### src/wdrt_pkg.sv
// package for the watchdog refresh/time-out block
// assumes a single 200 MHz system clock domain
package wdrt_pkg;
   // ---------------------------------------------------------------
   // counter geometry and reset values
   // ---------------------------------------------------------------
   localparam int          CNT_W       = 24;
   localparam logic [23:0] CNT_ZERO    = 24'h000000;
   localparam logic [23:0] CNT_WRAP    = 24'h0fffff;
   localparam logic [23:0] RELOAD_RST  = 24'h00ffff;
   localparam int          TICK_DIV    = 1;
   // ---------------------------------------------------------------
   // time-out response encoding
   // ---------------------------------------------------------------
   localparam logic        RESP_IRQ    = 1'b0;
   localparam logic        RESP_RESET  = 1'b1;
endpackage

### src/wdrt_tick.sv
// count tick prescaler for the watchdog counter
// assumes sys_clk domain, tick is one cycle wide, or held high every cycle when DIV is 1
`timescale 1ns/1ps
module wdrt_tick #(
   parameter int DIV = 1
) (
   // clock and reset
   input  wire logic sys_clk,
   input  wire logic sys_rst,
   // tick out
   output logic      tick
);
   localparam int PW = (DIV > 1) ? $clog2(DIV) : 1;
   logic [PW-1:0] cnt_q;

   always_ff @(posedge sys_clk or posedge sys_rst) begin
      if (sys_rst) begin
         cnt_q <= '0;
         tick  <= 1'b0;
      end else if (cnt_q == PW'(DIV - 1)) begin
         cnt_q <= '0;
         tick  <= 1'b1;
      end else begin
         cnt_q <= cnt_q + 1'b1;
         tick  <= 1'b0;
      end
   end
endmodule

### src/wdrt_watchdog.sv
// watchdog down-counter with refresh and time-out response
// assumes processor, interrupt and reset controllers on plain ports
`timescale 1ns/1ps
// Function
// - on first enable, load counter from reload value before counting
// - decrement counter toward zero each tick unless refreshed
// - refresh instruction reloads counter, then counting resumes
// - under debug, counter is refreshed continuously, no time-out
// - time-out signalled when a tick would take the counter from one to zero
// - option bit selects interrupt or system reset on time-out
// - interrupt mode raises request and sets watchdog status flag
// - after interrupt time-out, counter loads CNT_WRAP (24'h0fffff), no reload
// - status read clears watchdog flag; software reads before irq clear
// - stop-mode time-out in interrupt mode starts recovery and interrupt
// - stop-mode time-out sets watchdog flag and stop-recovery flag; here in interrupt mode only, a reset-mode time-out sets neither
// - stop-mode interrupt stays pending until recovery completes
module wdrt_watchdog #(
   parameter int TICK_DIV = wdrt_pkg::TICK_DIV
) (
   // clock and reset
   input  wire logic        sys_clk,
   input  wire logic        sys_rst,
   // control
   input  wire logic        wdt_enable,
   input  wire logic [23:0] reload_value,
   input  wire logic        watchdog_refresh_op,
   input  wire logic        debug_active,
   input  wire logic        timeout_response_select,
   input  wire logic        stop_mode,
   input  wire logic        recovery_done,
   // reset status and interrupt
   input  wire logic        reset_cause_rd,
   input  wire logic        irq_ack,
   output logic             reset_cause_wdt_q,
   output logic             reset_cause_stop_q,
   output logic             wdt_irq_q,
   output logic             stop_recovery_q,
   output logic             sys_reset_req_q,
   // state
   output logic [23:0]      count_q
);
   // ---------------------------------------------------------------
   // count tick
   // ---------------------------------------------------------------
   logic tick;
   logic enabled_q;
   logic timeout;
   logic pend_stop_q;

   wdrt_tick #(.DIV(TICK_DIV)) u_tick (
      .sys_clk (sys_clk),
      .sys_rst (sys_rst),
      .tick    (tick)
   );

   // ---------------------------------------------------------------
   // down-counter
   // ---------------------------------------------------------------
   // time-out when a tick would take the counter from one to zero
   assign timeout = enabled_q && !debug_active && !watchdog_refresh_op && tick
                    && (count_q == 24'h000001);

   always_ff @(posedge sys_clk or posedge sys_rst) begin
      if (sys_rst) begin
         enabled_q <= 1'b0;
         count_q   <= wdrt_pkg::RELOAD_RST;
      end else begin
         enabled_q <= wdt_enable;
         if (wdt_enable && !enabled_q) begin
            count_q <= reload_value;
         end else if (enabled_q && (debug_active || watchdog_refresh_op)) begin
            count_q <= reload_value;
         end else if (timeout) begin
            // reset mode also reinitialises via the system reset
            count_q <= wdrt_pkg::CNT_WRAP;
         end else if (enabled_q && tick && count_q != wdrt_pkg::CNT_ZERO) begin
            count_q <= count_q - 24'h000001;
         end
      end
   end

   // ---------------------------------------------------------------
   // time-out response
   // ---------------------------------------------------------------
   always_ff @(posedge sys_clk or posedge sys_rst) begin
      if (sys_rst) begin
         sys_reset_req_q <= 1'b0;
      end else begin
         sys_reset_req_q <= timeout
                            && (timeout_response_select == wdrt_pkg::RESP_RESET);
      end
   end

   // status flags: set wins over read-clear
   always_ff @(posedge sys_clk or posedge sys_rst) begin
      if (sys_rst) begin
         reset_cause_wdt_q  <= 1'b0;
         reset_cause_stop_q <= 1'b0;
      end else begin
         if (timeout && timeout_response_select == wdrt_pkg::RESP_IRQ) begin
            reset_cause_wdt_q <= 1'b1;
         end else if (reset_cause_rd) begin
            reset_cause_wdt_q <= 1'b0;
         end
         if (timeout && timeout_response_select == wdrt_pkg::RESP_IRQ && stop_mode) begin
            reset_cause_stop_q <= 1'b1;
         end else if (reset_cause_rd) begin
            reset_cause_stop_q <= 1'b0;
         end
      end
   end

   // interrupt request and stop-mode recovery
   always_ff @(posedge sys_clk or posedge sys_rst) begin
      if (sys_rst) begin
         wdt_irq_q       <= 1'b0;
         stop_recovery_q <= 1'b0;
         pend_stop_q     <= 1'b0;
      end else begin
         if (timeout && timeout_response_select == wdrt_pkg::RESP_IRQ) begin
            wdt_irq_q <= 1'b1;
         end else if (irq_ack && !pend_stop_q) begin
            wdt_irq_q <= 1'b0;
         end
         if (timeout && timeout_response_select == wdrt_pkg::RESP_IRQ && stop_mode) begin
            stop_recovery_q <= 1'b1;
            pend_stop_q     <= 1'b1;
         end else if (recovery_done) begin
            stop_recovery_q <= 1'b0;
            pend_stop_q     <= 1'b0;
         end
      end
   end
endmodule

### config.mk
export PLATFORM = sky130hd
export DESIGN_NAME = wdrt_watchdog
export DESIGN_NICKNAME = d
export VERILOG_FILES = /design/src/wdrt_pkg.sv /design/src/wdrt_tick.sv /design/src/wdrt_watchdog.sv
export SDC_FILE = /design/constraint.sdc
export NUM_CORES = 1
export LEC_CHECK = 0
export ABC_AREA = 1
export BUFFER_PORTS_ARGS = -buffer_cell sky130_fd_sc_hd__buf_2
export CAP_MARGIN = 10
export CORE_UTILIZATION = 57
export DETAILED_ROUTE_END_ITERATION = 7
export MAX_ROUTING_LAYER = met4
export PLACE_DENSITY = 0.95
export SLEW_MARGIN = 25
export SYNTH_ARGS = -nofsm -noshare
export SYNTH_HDL_FRONTEND = slang
export SYNTH_SLANG_ARGS = --single-unit
### constraint.sdc
create_clock -name sys_clk -period 4.55 [get_ports sys_clk]
set_input_delay 0.2275 -clock sys_clk [delete_from_list [all_inputs] [get_ports sys_clk]]
set_output_delay 0.2275 -clock sys_clk [all_outputs]
set_load 0.05 [all_outputs]
# Word-level counts from Yosys, hierarchy flattened
# Cells that the tools add are included.
dict set report totals {
  reg_bits 32
  elab_cells 49
  input_bits 34
}
dict set report classes {
  addsub 2
  n_mux 13
  n_bitwise 1
  n_eq_ne 1
  n_reduce_logical 23
}
# cell count
set ops {}
lappend ops {{24-bit 2-to-1 mux} 4}
lappend ops {{24-bit by 1-bit == test with 1-bit output, second input constant} 1}
lappend ops {{24-bit nonzero test} 1}
lappend ops {{24-bit by 1-bit subtractor with 24-bit output, second input constant} 1}
lappend ops {{1-bit logical AND} 12}
lappend ops {{1-bit 2-to-1 mux} 9}
lappend ops {{2-bit nonzero test} 4}
lappend ops {{1-bit logical NOT} 4}
lappend ops {{4-bit nonzero test} 1}
lappend ops {{1-bit adder, second input constant} 1}
lappend ops {{1-bit logical OR} 1}
lappend ops {{1-bit inverter} 1}

# Depth between registers and ports, before layout
# Gate-level depths: netlist of the first run.
dict set report depth {
  word_depth 8
  depth_mapped 12
  mapped_depth_nobuf 11
}

# Hierarchy
# A second synthesis of the first run with hierarchy kept.
dict set report unflattened {
  hier_cells 344
  hier_area_um2 2322.2
}
# module cells_per_inst n_inst seq_area_each_um2 area_each_um2
set modules_own_cells {}
lappend modules_own_cells {wdrt_watchdog 341 1 770.7 2289.7}
lappend modules_own_cells {wdrt_tick 3 1 25.0 32.5}

# Worst setup path before layout of the first run
# Ideal clock, no wire load.
dict set report synth_timing {
  path_kind {register -> register}
  start {register count_q[1]}
  end {register count_q[22]}
  stages_incl_launch_ff 13
  setup_slack_ps 2554
  t_arrival_ps 1878
  setup_time_ps 119
  path_cell_list {dfstp_2 -> inv_1 -> ha_1 -> nand3_1 -> nor2_1 -> nand2_2 -> nor2_8 -> nor2_8 -> nand2_4 -> buf_8 -> buf_6 -> nor2_1 -> nor2_1}
}
dict set report synth_between {
  elab_chain_len 5
  word_cells_on_any_way 10
}
# item line
set synth_lines {}
lappend synth_lines {{from (decl)} wdrt_watchdog.sv:40} ;# output logic [23:0] count_q
lappend synth_lines {{from (signal assigned)} wdrt_watchdog.sv:66} ;# count_q <= wdrt_pkg::RELOAD_RST;
lappend synth_lines {{from (signal assigned)} wdrt_watchdog.sv:70} ;# count_q <= reload_value;
lappend synth_lines {{from (signal assigned)} wdrt_watchdog.sv:72} ;# count_q <= reload_value;
lappend synth_lines {{24-bit by 1-bit subtractor with 24-bit output / 24-bit by 1-bit == test with 1-bit output (equally long branches)} {wdrt_watchdog.sv:77, wdrt_watchdog.sv:61}}
lappend synth_lines {{24-bit 2-to-1 mux / 1-bit logical AND (equally long branches)} {wdrt_watchdog.sv:76, wdrt_watchdog.sv:61}}
lappend synth_lines {{24-bit 2-to-1 mux} wdrt_watchdog.sv:73} ;# end else if (timeout) begin
lappend synth_lines {{24-bit 2-to-1 mux} wdrt_watchdog.sv:71} ;# end else if (enabled_q && (debug_active || watchdog_refresh_op)) begin
lappend synth_lines {{24-bit 2-to-1 mux} wdrt_watchdog.sv:69} ;# if (wdt_enable && !enabled_q) begin
# Parallel ways exist; a longest one is shown, timed or not. The select of a mux whose other input is x is not followed.
# A chain may end at the register's enable or synchronous reset.

# Worst setup path after layout of the first run
dict set report layout_timing {
  start {register count_q[1]}
  end {register count_q[18]}
}
# The elaborated chain is that of the path after synthesis.

==> results of run 1 <==
-- path summary, 6_finish.rpt --
path                            startpoint          end  slack (ns)  depth (start not counted)
max in group asynchronous          sys_rst  count_q[12]        4.21                          3
worst min-delay path               sys_rst  count_q[22]     -0.0001                          3
worst min register to register   wdt_irq_q    wdt_irq_q        0.48                          2
worst max-delay path            count_q[1]  count_q[18]        2.29                         11
min in group sys_clk            wdt_enable    enabled_q        0.04                          1
worst max register to register  count_q[1]  count_q[18]        2.29                         11
-- cell type report --
type                    instances  area [µm²]  area share
multi-input cells             250        1230       0.458
flip-flops and latches         31         796       0.297
repair buffers                 64         325       0.121
inverters                      49         184      0.0685
clock buffers                   5        68.8      0.0256
well taps                      48        60.1      0.0224
clock inverters                 3        20.0     0.00746
-- flip-flops by register name, indices dropped and copies added (netlist names) --
signal	flops
pend_stop_q	1
count_q	24
wdt_irq_q	1
u_tick.tick	1
sys_reset_req_q	1
reset_cause_wdt_q	1
reset_cause_stop_q	1
enabled_q	1
-- report_power, final --
group	internal [mW]	switching (mW)	leakage, nW
combinational	0.101	0.261	1.07
clock	0.106	0.111	0.0402
sequential	0.330	0.0556	0.357
-- routing by layer --
metal,vias up,track usage
met4,0,0.133
met3,18,0.0625
met5,-,-
met2,98,0.493
li1,1152,-
met1,1038,0.299
-- through the flow --
step / hold slack, ns / cell area (µm²)
5_1_grt: 0.0325 / 2680
6_report: -0.000125 / 2680
4_1_cts: 0.0159 / 2680
2_1_floorplan: 0.259 / 2270
3_5_place_dp: 0.324 / 2590
3_3_place_gp: 0.318 / 2590
-- critical path, stage by stage (launching register included) --
cell,delay (ns)
dfstp_2,0.53
inv_1,0.08
ha_1,0.22
nand3_1,0.07
nor2_1,0.06
nand2_2,0.12
nor2_8,0.06
nor2_8,0.24
nand2_4,0.26
inv_2,0.35
nand2_1,0.11
o21ai_1,0.09
-- Yosys cell counts, types with 3 or more instances --
library cell    n
dfrtp_1        15
dfstp_2        16
ha_1            3
inv_1          47
nand2_1       115
nand2_2         3
nand3_1        29
nand4_1         3
nor2_1         40
nor2_2          6
nor2_4          5
o21ai_0         9
o21ai_1        12
xor2_1         11
-- kinds of logic (layout without fill, tap and decap cells) --
kind of cell / count (synthesis) / in the layout / share of synthesized area
fa+ha+maj: 3 / 3 / 0.0165
compound gates: 25 / 25 / 0.0595
xor+xnor: 13 / 13 / 0.0501
buf+inv: 57 / 121 / 0.108
simple gates: 208 / 208 / 0.414
flops: 31 / 31 / 0.350
other cells: 1 / 1 / 0.00165
==> results.md, run 1 <==
- In this run the count of I/O pins placed on the die edge is 63.
- After synthesis, the netlist uses 29 different library cells.
- The level count of the clock H-tree is 2.
- The checks that failed: hold timing.
- At the worst endpoint, the arrival time is 2.49 ns.
- The starting DRC count in detailed routing is 147.
- In this run the mean area of a mapped cell was 6.72 µm².
- The total half-perimeter wirelength after legalization and detailed placement is 3.92 mm.
- In the post-synthesis netlist, the biggest area contributors are nand2_1, dfstp_2, dfrtp_1, inv_1, nor2_1.
- The clock network latency to the later pin of the worst-skew pair is 0.30 ns.
- The netlist area before placement is 2270 µm².
- The kind of end point of the critical path is a flop.
- The pre-CTS worst setup slack is 2.35 ns.
- For this design, the CTS-stage hold fixing added 0 buffers.
- Among all flip-flop cells after synthesis, the most frequent one is dfstp_2.
- The cell count after synthesis came out at 338.
- The critical path in this run is classified as flop to flop.
- In the synthesized netlist the async set-or-reset flop fraction comes to 1.00.
- The wire length on met2 is 2.70 mm.
- The first global-routing pass estimated 8.68 mm of wire.
- Max-cap violations in this run came to 0.
- The final standard cell utilization of the core is 0.717.
- The peak fanout along the critical path is 29.
- Based on the critical path, the design can be clocked at up to 442 MHz.
- The layout cell share with drive strength beyond 1 is 0.276.
- For this block, the via count after detailed routing is 2,306.
- The detail-routed net length per standard cell is 12.0 µm.
- Fill cells in the final layout number 320.
- In the finished design, the share of the clock period the worst path needs comes to 0.497.
- After synthesis the netlist holds a flip-flop and latch count of 31.
- The diode insertion count for antenna repair is 0.
- Across all setup checks in the final design, the least slack found is 2.29 ns.
- Yosys printed 0 warnings.
- The design draws 965 µW.
- The number of global-route vias before repair is 2,041.
- The max-slew violation count is 0.
- The final hold slack is -0.000125 ns.
- In the layout the commonest cells are nand2_1, buf_2, inv_1.
- For this run, design rule violations remaining after detail routing come to 0.
- The number of antenna violations at the first check in global routing is 0.
- Routability-driven placement finished with a final weighted congestion of 0.868.
- The count of buffers added on input and output ports is 62.
- The total detailed-routing wirelength is 5.38 mm.
- The area growth from synthesis to final layout is 18.1%.
- The clock tree from TritonCTS is built.
- The detail route stage leaves a number of antenna-violating nets equal to 0.
- The mean number of vias per cell is 5.12.
- Setup repair after global routing left no endpoint under its margin.
- The clock arrives with 0.00898 ns of skew.
- The global routing usage summed across all routing layers is 0.281.
- IR analysis of the VDD net gives a maximum drop of 0.255 mV.
- The maximum root-to-sink buffer count is 2.
- The final layout contains 438 nets.
- STA classifies the critical path startpoint as a flop.
- Measured along the x axis, the die boundary spans 65.1 µm.
- The chip height is 65.1 µm.
- Summed over all nets, wire length on met3 after detailed routing comes to 367 µm.
- The flow ran to the end, but the final reports show violations.
- In this run the worst hold path is classified as input pin to async pin.
- The count of final hold-check violations was 1.
- The cell chosen for the clock root is clkbuf_8.
- The floorplan step defined a core boundary enclosing 3740 µm².
- The area of the die is 4240 µm².
- The net count of the mapped netlist is 375.
- The post-route non-filler standard cell count is 450.
- The area share of the largest cell type after synthesis is 0.190.
- The pin count of the biggest net entering global routing is 32.
- The number of buffers created by CTS is 5.
- After clock tree synthesis, the clock-pin slew on the worst setup and hold paths is 0.07 ns.
- The number of cell rows is 22.
- For this configuration, the core starts out at a cell density of 0.607.
- The power density of the placed cells is 360 nW/µm².
- Once the clock tree was built, the resizer swapped 0 gates to a different size.
- In the final routing, the length of wire on met1 measures 2.16 mm.
- Setup violations remaining at the end of the flow were counted as 0.
- Yosys mapped a number of flops with a built-in enable equal to 0.
- The required arrival time at the worst endpoint is 4.78 ns.
- The clock period could shrink to 2.26 ns.
- The top metal layer carrying routed signals is met4.
- The first-pass iteration count of the detailed router is 6.
- The post-route setup TNS is 0 ns.
- In this run the static leakage power is 1.47 nW.
- The most common cell after layout, fill and taps aside is nand2_1.
- The fraction of the yosys area taken by sequential cells is 0.350.
- The number of clock sinks is 31.
- The total grt overflow is 0.
- The number of placed instances, taps included is 442.
- The largest total area in the synthesized netlist belongs to nand2_1.
- The number of buffers inserted to repair setup after CTS is 0.
Power figures use the tool's default switching activity.
==> inputs of run 2 (changes only) <==
Settings changed: ABC_AREA 1 to 0, CORE_UTILIZATION 57 to 44, PLACE_DENSITY 0.95 to 0.85.
Clock period 4.55 ns to 1.9 ns, I/O delays scaled along.
==> run 2 against run 1 <==
  * The flow finishes with violations (setup timing)
  * Final cell count down 23%
  * Fmax increased by 2.2%
  * Clock skew decreased by 0.0035 ns
  * Setup slack got worse by 2.6 ns
  * Total power rose by 100%
  * Die area is 1.6% lower
  * Core utilization rose by 0.16 points
  * Synthesized area fell by 24%
  * Count of clock-buffer cells in the layout grew 2
  * Synthesized cell count decreased by 46%
  * Sequential power increased by 110%
  * Largest cell class unchanged
==> results.md, run 2 <==
- The flow ran to the end, but the final reports show violations.
- The final reports fail on setup timing.
- The first-pass iteration count of the detailed router is 4 (-2).
- The clock network latency to the later pin of the worst-skew pair is 0.28 ns (-0.02 ns).
- The number of placed instances, taps included is 331 (-25%).
- The register bank with the most flops is count_q.
- The share of total power in sequential cells is 0.401 (+0.002).
- The global routing usage summed across all routing layers is 0.262 (-0.0192).
- The switching share of total power is 0.355 (-0.0884).
- The number of cell rows is 22 (unchanged).
- Ranked by total cell area, the synthesized netlist is headed by dfstp_2, dfrtp_1, xnor2_1, nor2_1, a21oi_1.
- The total cell area at the placement stage came to 2400 µm² (-7.5%).
- The remaining design rule violation count is 0 (unchanged).
- The total detailed-routing wirelength is 5.40 mm (+0.32%).
- The power density of the placed cells is 741 nW/µm² (+110%).
- The standby leakage power is 1.21 nW (-18%).
- The chip height is 64.6 µm (-0.82%).
- The netlist area before placement is 1720 µm² (-24%).
- The total of endpoints with negative setup slack in the final report came to 28 (+28).
- Setup repair after global routing could not meet its margin everywhere.
- The final standard cell utilization of the core was 0.719 (+0.00161).
- The number of antenna-violating nets in the routed design is 0 (unchanged).
- The number of global-route vias before repair came to 1,787 (-12%).
- The setup clock skew after layout is 0.00551 ns (-0.00347 ns).
- The maximum root-to-sink buffer count is 2 (unchanged).
- The synthesized netlist cell count is 183 (-46%).
- The mean number of vias per cell was 5.41 (+5.6%).
- The core area is 3720 µm² (-0.74%).
- The critical path startpoint category is a flop.
- The worst setup path category is flop to flop.
- The number of synthesized register bits is 31 (unchanged).
- The level count of the clock H-tree is 2 (unchanged).
- The final hold slack is 0.0352 ns (+0.0354 ns).
- The overall via count from detail_route was 1,873 (-19%).
- The die outline width is 64.6 µm (-0.82%).
- The fraction of registers with async set or reset after synthesis is 1.00 (unchanged).
- In this run the clock root is driven by a clkbuf_8.
- The largest vdd supply drop came to 0.447 mV (+75%).
- The number of max-capacitance violations reported is 0 (unchanged).
- The flip-flop count of the largest register after layout is 24 (unchanged).
- The final cell area excluding filler cells is 2670 µm² (-0.51%).
- The area of the die is 4170 µm² (-1.6%).
- The path class of the lowest-slack min-delay path is input pin to flop.
- The internal power was 1.28 mW (+140%).
- TritonCTS built the clock tree.
- The number of warnings printed during yosys synthesis is 0 (unchanged).
- The part of the cycle the worst path needs is 1.16 (+0.667).
- The largest stage delay on the critical path is 0.54 ns (about the same).
- The most used flip-flop cell after synthesis is dfstp_2.
- The max-slew violation count is 0 (unchanged).
- Among all cell types in the netlist, the one instantiated most often is nor2_1.
- The layout cell share with drive strength beyond 1 came to 0.527 (+0.251).
- The pin count of the biggest net entering global routing is 32 (unchanged).
- The required arrival time at the worst endpoint is 2.11 ns (-2.67 ns).
- The fraction of the yosys area taken by sequential cells came to 0.462 (+0.111).
- The diode insertion count for antenna repair is 0 (unchanged).
- The reported net switching power is 702 µW (+64%).
- The count of final hold-check violations came to 0 (-1).
- The worst relative slew slack is 0.589.
- The net count of the mapped netlist is 220 (-41%).
- The starting density of the core is 0.464 (-0.143).
- Walking the worst path, the cells encountered are or4_4, or2_4, o311ai_4, buf_6, nor4_1, xnor2_1, a21oi_1.
- The distinct cell type count after synthesis was 32 (+10%).
- Ranked by instance count, the synthesized netlist is headed by nor2_1, a21oi_1, xnor2_1.
- The post-layout minimum cycle time is 2.21 ns (-0.0492 ns).
- The cell with the biggest individual delay on the critical path is or4_4.
- The number of buffers created by CTS is 5 (unchanged).
- The detail-routed net length per standard cell is 15.6 µm (+30%).
- The register clock-pin slew on the reported worst setup and hold paths is 0.07 ns (about the same).
- The post-route non-filler standard cell count was 346 (-23%).
- The starting DRC count in detailed routing is 147 (unchanged).
- The proportion of power drawn by combinational gates came to 0.328 (-0.047).
- In the layout the commonest cells are buf_2, buf_4, nor2_1.
- The first-pass GRT wire length was 8.23 mm (-5.2%).
- The final critical-path setup slack was -0.311 ns (-2.60 ns).
- The total half-perimeter wirelength after legalization and detailed placement came to 3.46 mm (-12%).
- The post-synthesis average cell area was 9.42 µm² (+40%).
- The highest attainable clock frequency is 452 MHz (+2.2%).
- The number of buffer cells added on primary ports is 62 (unchanged).
- STA classifies the critical path endpoint as a flop.
- The fraction of power consumed by the clock network came to 0.271 (+0.045).
- The number of synthesized flops with an enable pin is 0 (unchanged).
- The top-level port count is 63 (unchanged).
- Relative to the synthesized area, the layout overhead comes to 54.9%.
- The peak fanout along the critical path is 10 (-66%).
- dfstp_2 takes more of the synthesized area than any other cell.
- The final net count is 334 (-24%).
- The area share of the largest cell type after synthesis is 0.244 (+0.0539).
- The last weighted congestion value of the routability-driven placer is 0.861 (-0.78%).
- At the pin with the least slew margin, the transition time is 0.617 ns.
- The total chip power came to 1.98 mW (+100%).
- The total grt overflow came to 0 (unchanged).
- The data arrival time of the worst path is 2.42 ns (-0.07 ns).
- Leaving out fill and tap cells, the most frequent cell in the layout is buf_2.
- The number of antenna violations at the first check in global routing is 0 (unchanged).
- The number of clock sinks is 31 (unchanged).
[run 2: changes by cell type in the layout (fill, tap and decap cells not counted), moves of 10 or more]
cell     delta
o21ai_1    -10
nor2_1     -13
inv_1      -39
nand3_1    -25
xnor2_1    +17
nor4_1     +10
a21oi_1    +21
nand2_1   -112
buf_4      +41
[run 2: area by class of cell]
type / count / area [µm²]
Timing Repair Buffer: 113 / 718
Clock inverter: 1 / 5.00
Sequential cell: 31 / 800
Inverter: 8 / 30.0
Clock buffer: 7 / 86.3
Fill cell: 256 / 1050
Multi-Input combinational cell: 138 / 971
Tap cell: 48 / 60.1
[run 2: layer usage]
metal,wire length (µm),global-route usage,vias to the layer above
met5,0,-,-
met4,206,0.0917,0
met3,345,0.0669,22
met2,2550,0.421,92
met1,2300,0.318,885
li1,-,-,874
[run 2: what timing repair did]
item	in CTS	in global routing
setup buffers	2	1
endpoints found under the setup margin	28	28
pin swaps	6	3
endpoints found under the hold margin	18	0
resized for setup	19	7
hold buffers	4	0
[run 2: logic make-up (layout without fill, tap and decap cells)]
family                   count (synthesis)  after routing  synth area share
flip-flops                              31             31             0.462
adder cells (fa/ha/maj)                  3              3            0.0218
buffers and inverters                   14            129            0.0392
XOR/XNOR                                22             22             0.112
other                                    1              1           0.00217
AND/OR/NAND/NOR                         78             78             0.238
AO/OA/AOI/OAI                           34             34             0.126
[run 2: path summary, 6_finish.rpt]
kind,depth (start not counted),endpoint,startpoint,slack [ns]
min in group asynchronous,4,count_q[21],sys_rst,0.43
min,2,count_q[23],reload_value[23],0.04
max in group asynchronous,4,count_q[10],sys_rst,1.14
max reg2reg,7,count_q[13],count_q[18],-0.31
max,7,count_q[13],count_q[18],-0.31
min reg2reg,2,pend_stop_q,pend_stop_q,0.54
[run 2: critical path: cells and delay by family (launching register included)]
| family | cells | cell delay (ns) |
|---|---|---|
| and+or+nand+nor | 3 | 0.89 |
| AOI/OAI and AO/OA | 2 | 0.51 |
| DFF | 1 | 0.40 |
| buffers and inverters | 1 | 0.20 |
| xor gates and xnor gates | 1 | 0.14 |
[run 2: power by group through the flow]
stage               registers, mW  logic [mW]  clock network [mW]
floorplan                    1.02       0.160                   0
global placement            0.795       0.602                   0
detailed placement          0.796       0.614                   0
CTS                         0.791       0.635               0.540
global route                0.798       0.688               0.581
finish                      0.793       0.649               0.537
[run 2: per-stage QoR]
| stage | setup slack, ns | setup TNS (ns) |
|---|---|---|
| global route | -0.399 | -7.92 |
| finish | -0.311 | -6.34 |
| detailed placement | -0.301 | -6.97 |
| CTS | -0.221 | -4.76 |
| floorplan | -0.452 | -9.34 |
| global placement | -0.199 | -4.35 |
==> inputs of run 3 (changes only) <==
Settings changed: GPL_TIMING_DRIVEN set to 0.
==> run 3 against run 2 <==
  * Clock skew shrank 0.0025 ns
  * Total power grew 0.20%
  * The run still ends with setup timing left
  * Critical path type unchanged
  * Die area is the same
  * Setup slack lost 0.060 ns
==> results.md, run 3 (synthesis gave the netlist of run 2 again) <==
- The run finished, with violations left.
- The final reports fail on setup timing.
- The worst setup path category is flop to flop.
- The largest stage delay on the critical path came to 0.56 ns (+0.02 ns).
- Among cell families on the critical path, the largest total delay comes from simple AND/OR/NAND/NOR gates.
- The maximum root-to-sink buffer count was 2 (unchanged).
- TritonCTS built the clock tree.
- The overall via count from detail_route is 1,801 (-3.8%).
- The fraction of power consumed by the clock network is 0.291 (+0.020).
- The area of the die is 4170 µm² (unchanged).
- The critical path goes through or4_4, or2_4, o311ai_4, buf_6, buf_8, nor3_1, xnor2_1, a21oi_1.
- The chip height came to 64.6 µm (unchanged).
- The die outline width is 64.6 µm (unchanged).
- The mean number of vias per cell is 5.61 (+3.6%).
- The power density of the placed cells is 760 nW/µm² (+2.6%).
- The number of clock sinks came to 31 (unchanged).
- The highest attainable clock frequency came to 440 MHz (-2.6%).
- The starting density of the core is 0.464 (unchanged).
- The share of total power in sequential cells is 0.425 (+0.024).
- The detail-routed net length per standard cell is 16.8 µm (+7.5%).
- The starting DRC count in detailed routing was 156 (+6.1%).
- The layout cell share with drive strength beyond 1 is 0.520 (-0.00670).
- The number of cell rows was 22 (unchanged).
- The part of the cycle the worst path needs is 1.20 (+0.0315).
- The reported net switching power is 713 µW (+1.5%).
- The number of buffer cells added on primary ports is 62 (unchanged).
- The pin count of the biggest net entering global routing was 32 (unchanged).
- The area growth from synthesis to layout is 51.2%.
- The switching share of total power is 0.360 (+0.00470).
- The number of antenna violations at the first check in global routing is 0 (unchanged).
- The global routing usage summed across all routing layers is 0.258 (-0.00317).
- More flip-flops sit in one register than any other, and that register is count_q.
- The library cells used most frequently in the layout, excluding fill and tap cells, are buf_2, nor2_1, a21oi_1.
- The required arrival time at the worst endpoint is 2.07 ns (-0.04 ns).
- For this design, the slowest cell found on the critical path is or4_4.
- The most common cell after layout, fill and taps aside is buf_2.
- The flip-flop count of the largest register after layout is 24 (unchanged).
- The post-layout minimum cycle time is 2.27 ns (+0.0599 ns).
- The path depth of the worst reg2reg path is 8 (+1).
- The diode insertion count for antenna repair came to 0 (unchanged).
- The first-pass iteration count of the detailed router is 4 (unchanged).
- The clock network latency to the later pin of the worst-skew pair was 0.29 ns (about the same).
- The standby leakage power was 1.14 nW (-6.0%).
- The total chip power is 1.98 mW (+0.20%).
- The total number of cells along the worst setup path is 8 (+1).
- The last weighted congestion value of the routability-driven placer is 0.816 (-5.2%).
- The internal power came to 1.27 mW (-0.53%).
- The total of endpoints with negative setup slack in the final report is 28 (unchanged).
- The number of antenna-violating nets in the routed design is 0 (unchanged).
- Setup repair after global routing could not meet its margin everywhere.
- The kind of end point of the critical path is a flop.
- The total half-perimeter wirelength after legalization and detailed placement is 2.95 mm (-15%).
- The number of global-route vias before repair is 1,713 (-4.1%).
- The number of buffers and inverters on the critical path is 2 (+1).
- The core area is 3720 µm² (unchanged).
- The remaining design rule violation count came to 0 (unchanged).
- The proportion of power drawn by combinational gates came to 0.284 (-0.044).
- The largest vdd supply drop was 0.454 mV (+1.5%).
- The first-pass GRT wire length is 7.91 mm (-3.9%).
- The transition time of the tightest slew-check pin is 0.631 ns (+0.0141 ns).
- Clock tree synthesis selected as its root buffer the cell clkbuf_8.
- The path class of the lowest-slack min-delay path is input pin to flop.
- The total detailed-routing wirelength was 5.39 mm (-0.24%).
- The final critical-path setup slack is -0.371 ns (-0.0599 ns).
- The total grt overflow is 0 (unchanged).
- The post-route setup TNS came to -7.10 ns (-0.751 ns).
- The peak fanout along the critical path is 8 (-2).
- The setup clock skew after layout was 0.00305 ns (-0.00246 ns).
- The max-slew violation count came to 0 (unchanged).
- The number of max-capacitance violations reported was 0 (unchanged).
- STA classifies the critical path startpoint as a flop.
- The final net count is 309 (-7.5%).
- The worst relative slew slack was 0.579 (-0.0100).
- The level count of the clock H-tree came to 2 (unchanged).
- The register clock-pin slew on the reported worst setup and hold paths is 0.06 ns (about the same).
- The number of buffers created by CTS is 5 (unchanged).
- The count of final hold-check violations is 0 (unchanged).
- The top-level port count is 63 (unchanged).
- The data arrival time of the worst path came to 2.44 ns (+0.02 ns).
- The count of cells along the worst hold path is 2 (unchanged).
- The final hold slack is 0.0305 ns (-0.00473 ns).
run 3: power by group through the flow:
stage          Sequential, mW  Clock (mW)  Combinational (mW)
2_1_floorplan            1.02           0               0.160
3_3_place_gp            0.828           0               0.479
3_5_place_dp            0.831           0               0.485
4_1_cts                 0.833       0.582               0.533
5_1_grt                 0.850       0.627               0.598
6_report                0.842       0.577               0.564
run 3: worst paths after layout:
| kind | slack (ns) | startpoint | end |
|---|---|---|---|
| worst min register to register | 0.53 | reset_cause_stop_q | reset_cause_stop_q |
| max in group asynchronous | 1.01 | sys_rst | count_q[18] |
| worst max-delay path | -0.37 | count_q[18] | count_q[18] |
| min in group asynchronous | 0.44 | sys_rst | u_tick.tick |
| worst max register to register | -0.37 | count_q[18] | count_q[18] |
| worst min-delay path | 0.03 | reload_value[20] | count_q[20] |
run 3: stage by stage:
step / area (µm²) / setup WS [ns] / util / instances
after floorplan: 1740 / -0.452 / - / 183
after global placement: 2110 / -0.530 / 0.568 / 293
after detailed placement: 2110 / -0.543 / 0.568 / 293
after CTS: 2480 / -0.367 / 0.667 / 318
after global routing: 2610 / -0.446 / 0.702 / 321
final: 2610 / -0.371 / 0.702 / 321
run 3: what timing repair did:
action	in CTS	in global routing
setup buffers	12	3
hold endpoints to repair	19	0
hold buffers	4	0
resized for setup	28	24
cloned	1	1
pin swaps	24	19
endpoints found under the setup margin	28	28
run 3: area by class of cell:
| cell class | instances | area, µm² |
|---|---|---|
| Clock buffer | 8 | 100 |
| Multi-Input combinational cell | 138 | 1050 |
| Sequential cell | 31 | 800 |
| Fill cell | 269 | 1110 |
| Tap cell | 48 | 60.1 |
| Timing Repair Buffer | 83 | 526 |
| Inverter | 8 | 30.0 |
| Buffer | 5 | 45.0 |
run 3: layer usage:
layer / share of wire / global-route usage
met5: 0 / -
met4: 0.042 / 0.0972
met3: 0.080 / 0.0687
met2: 0.47 / 0.416
met1: 0.41 / 0.310
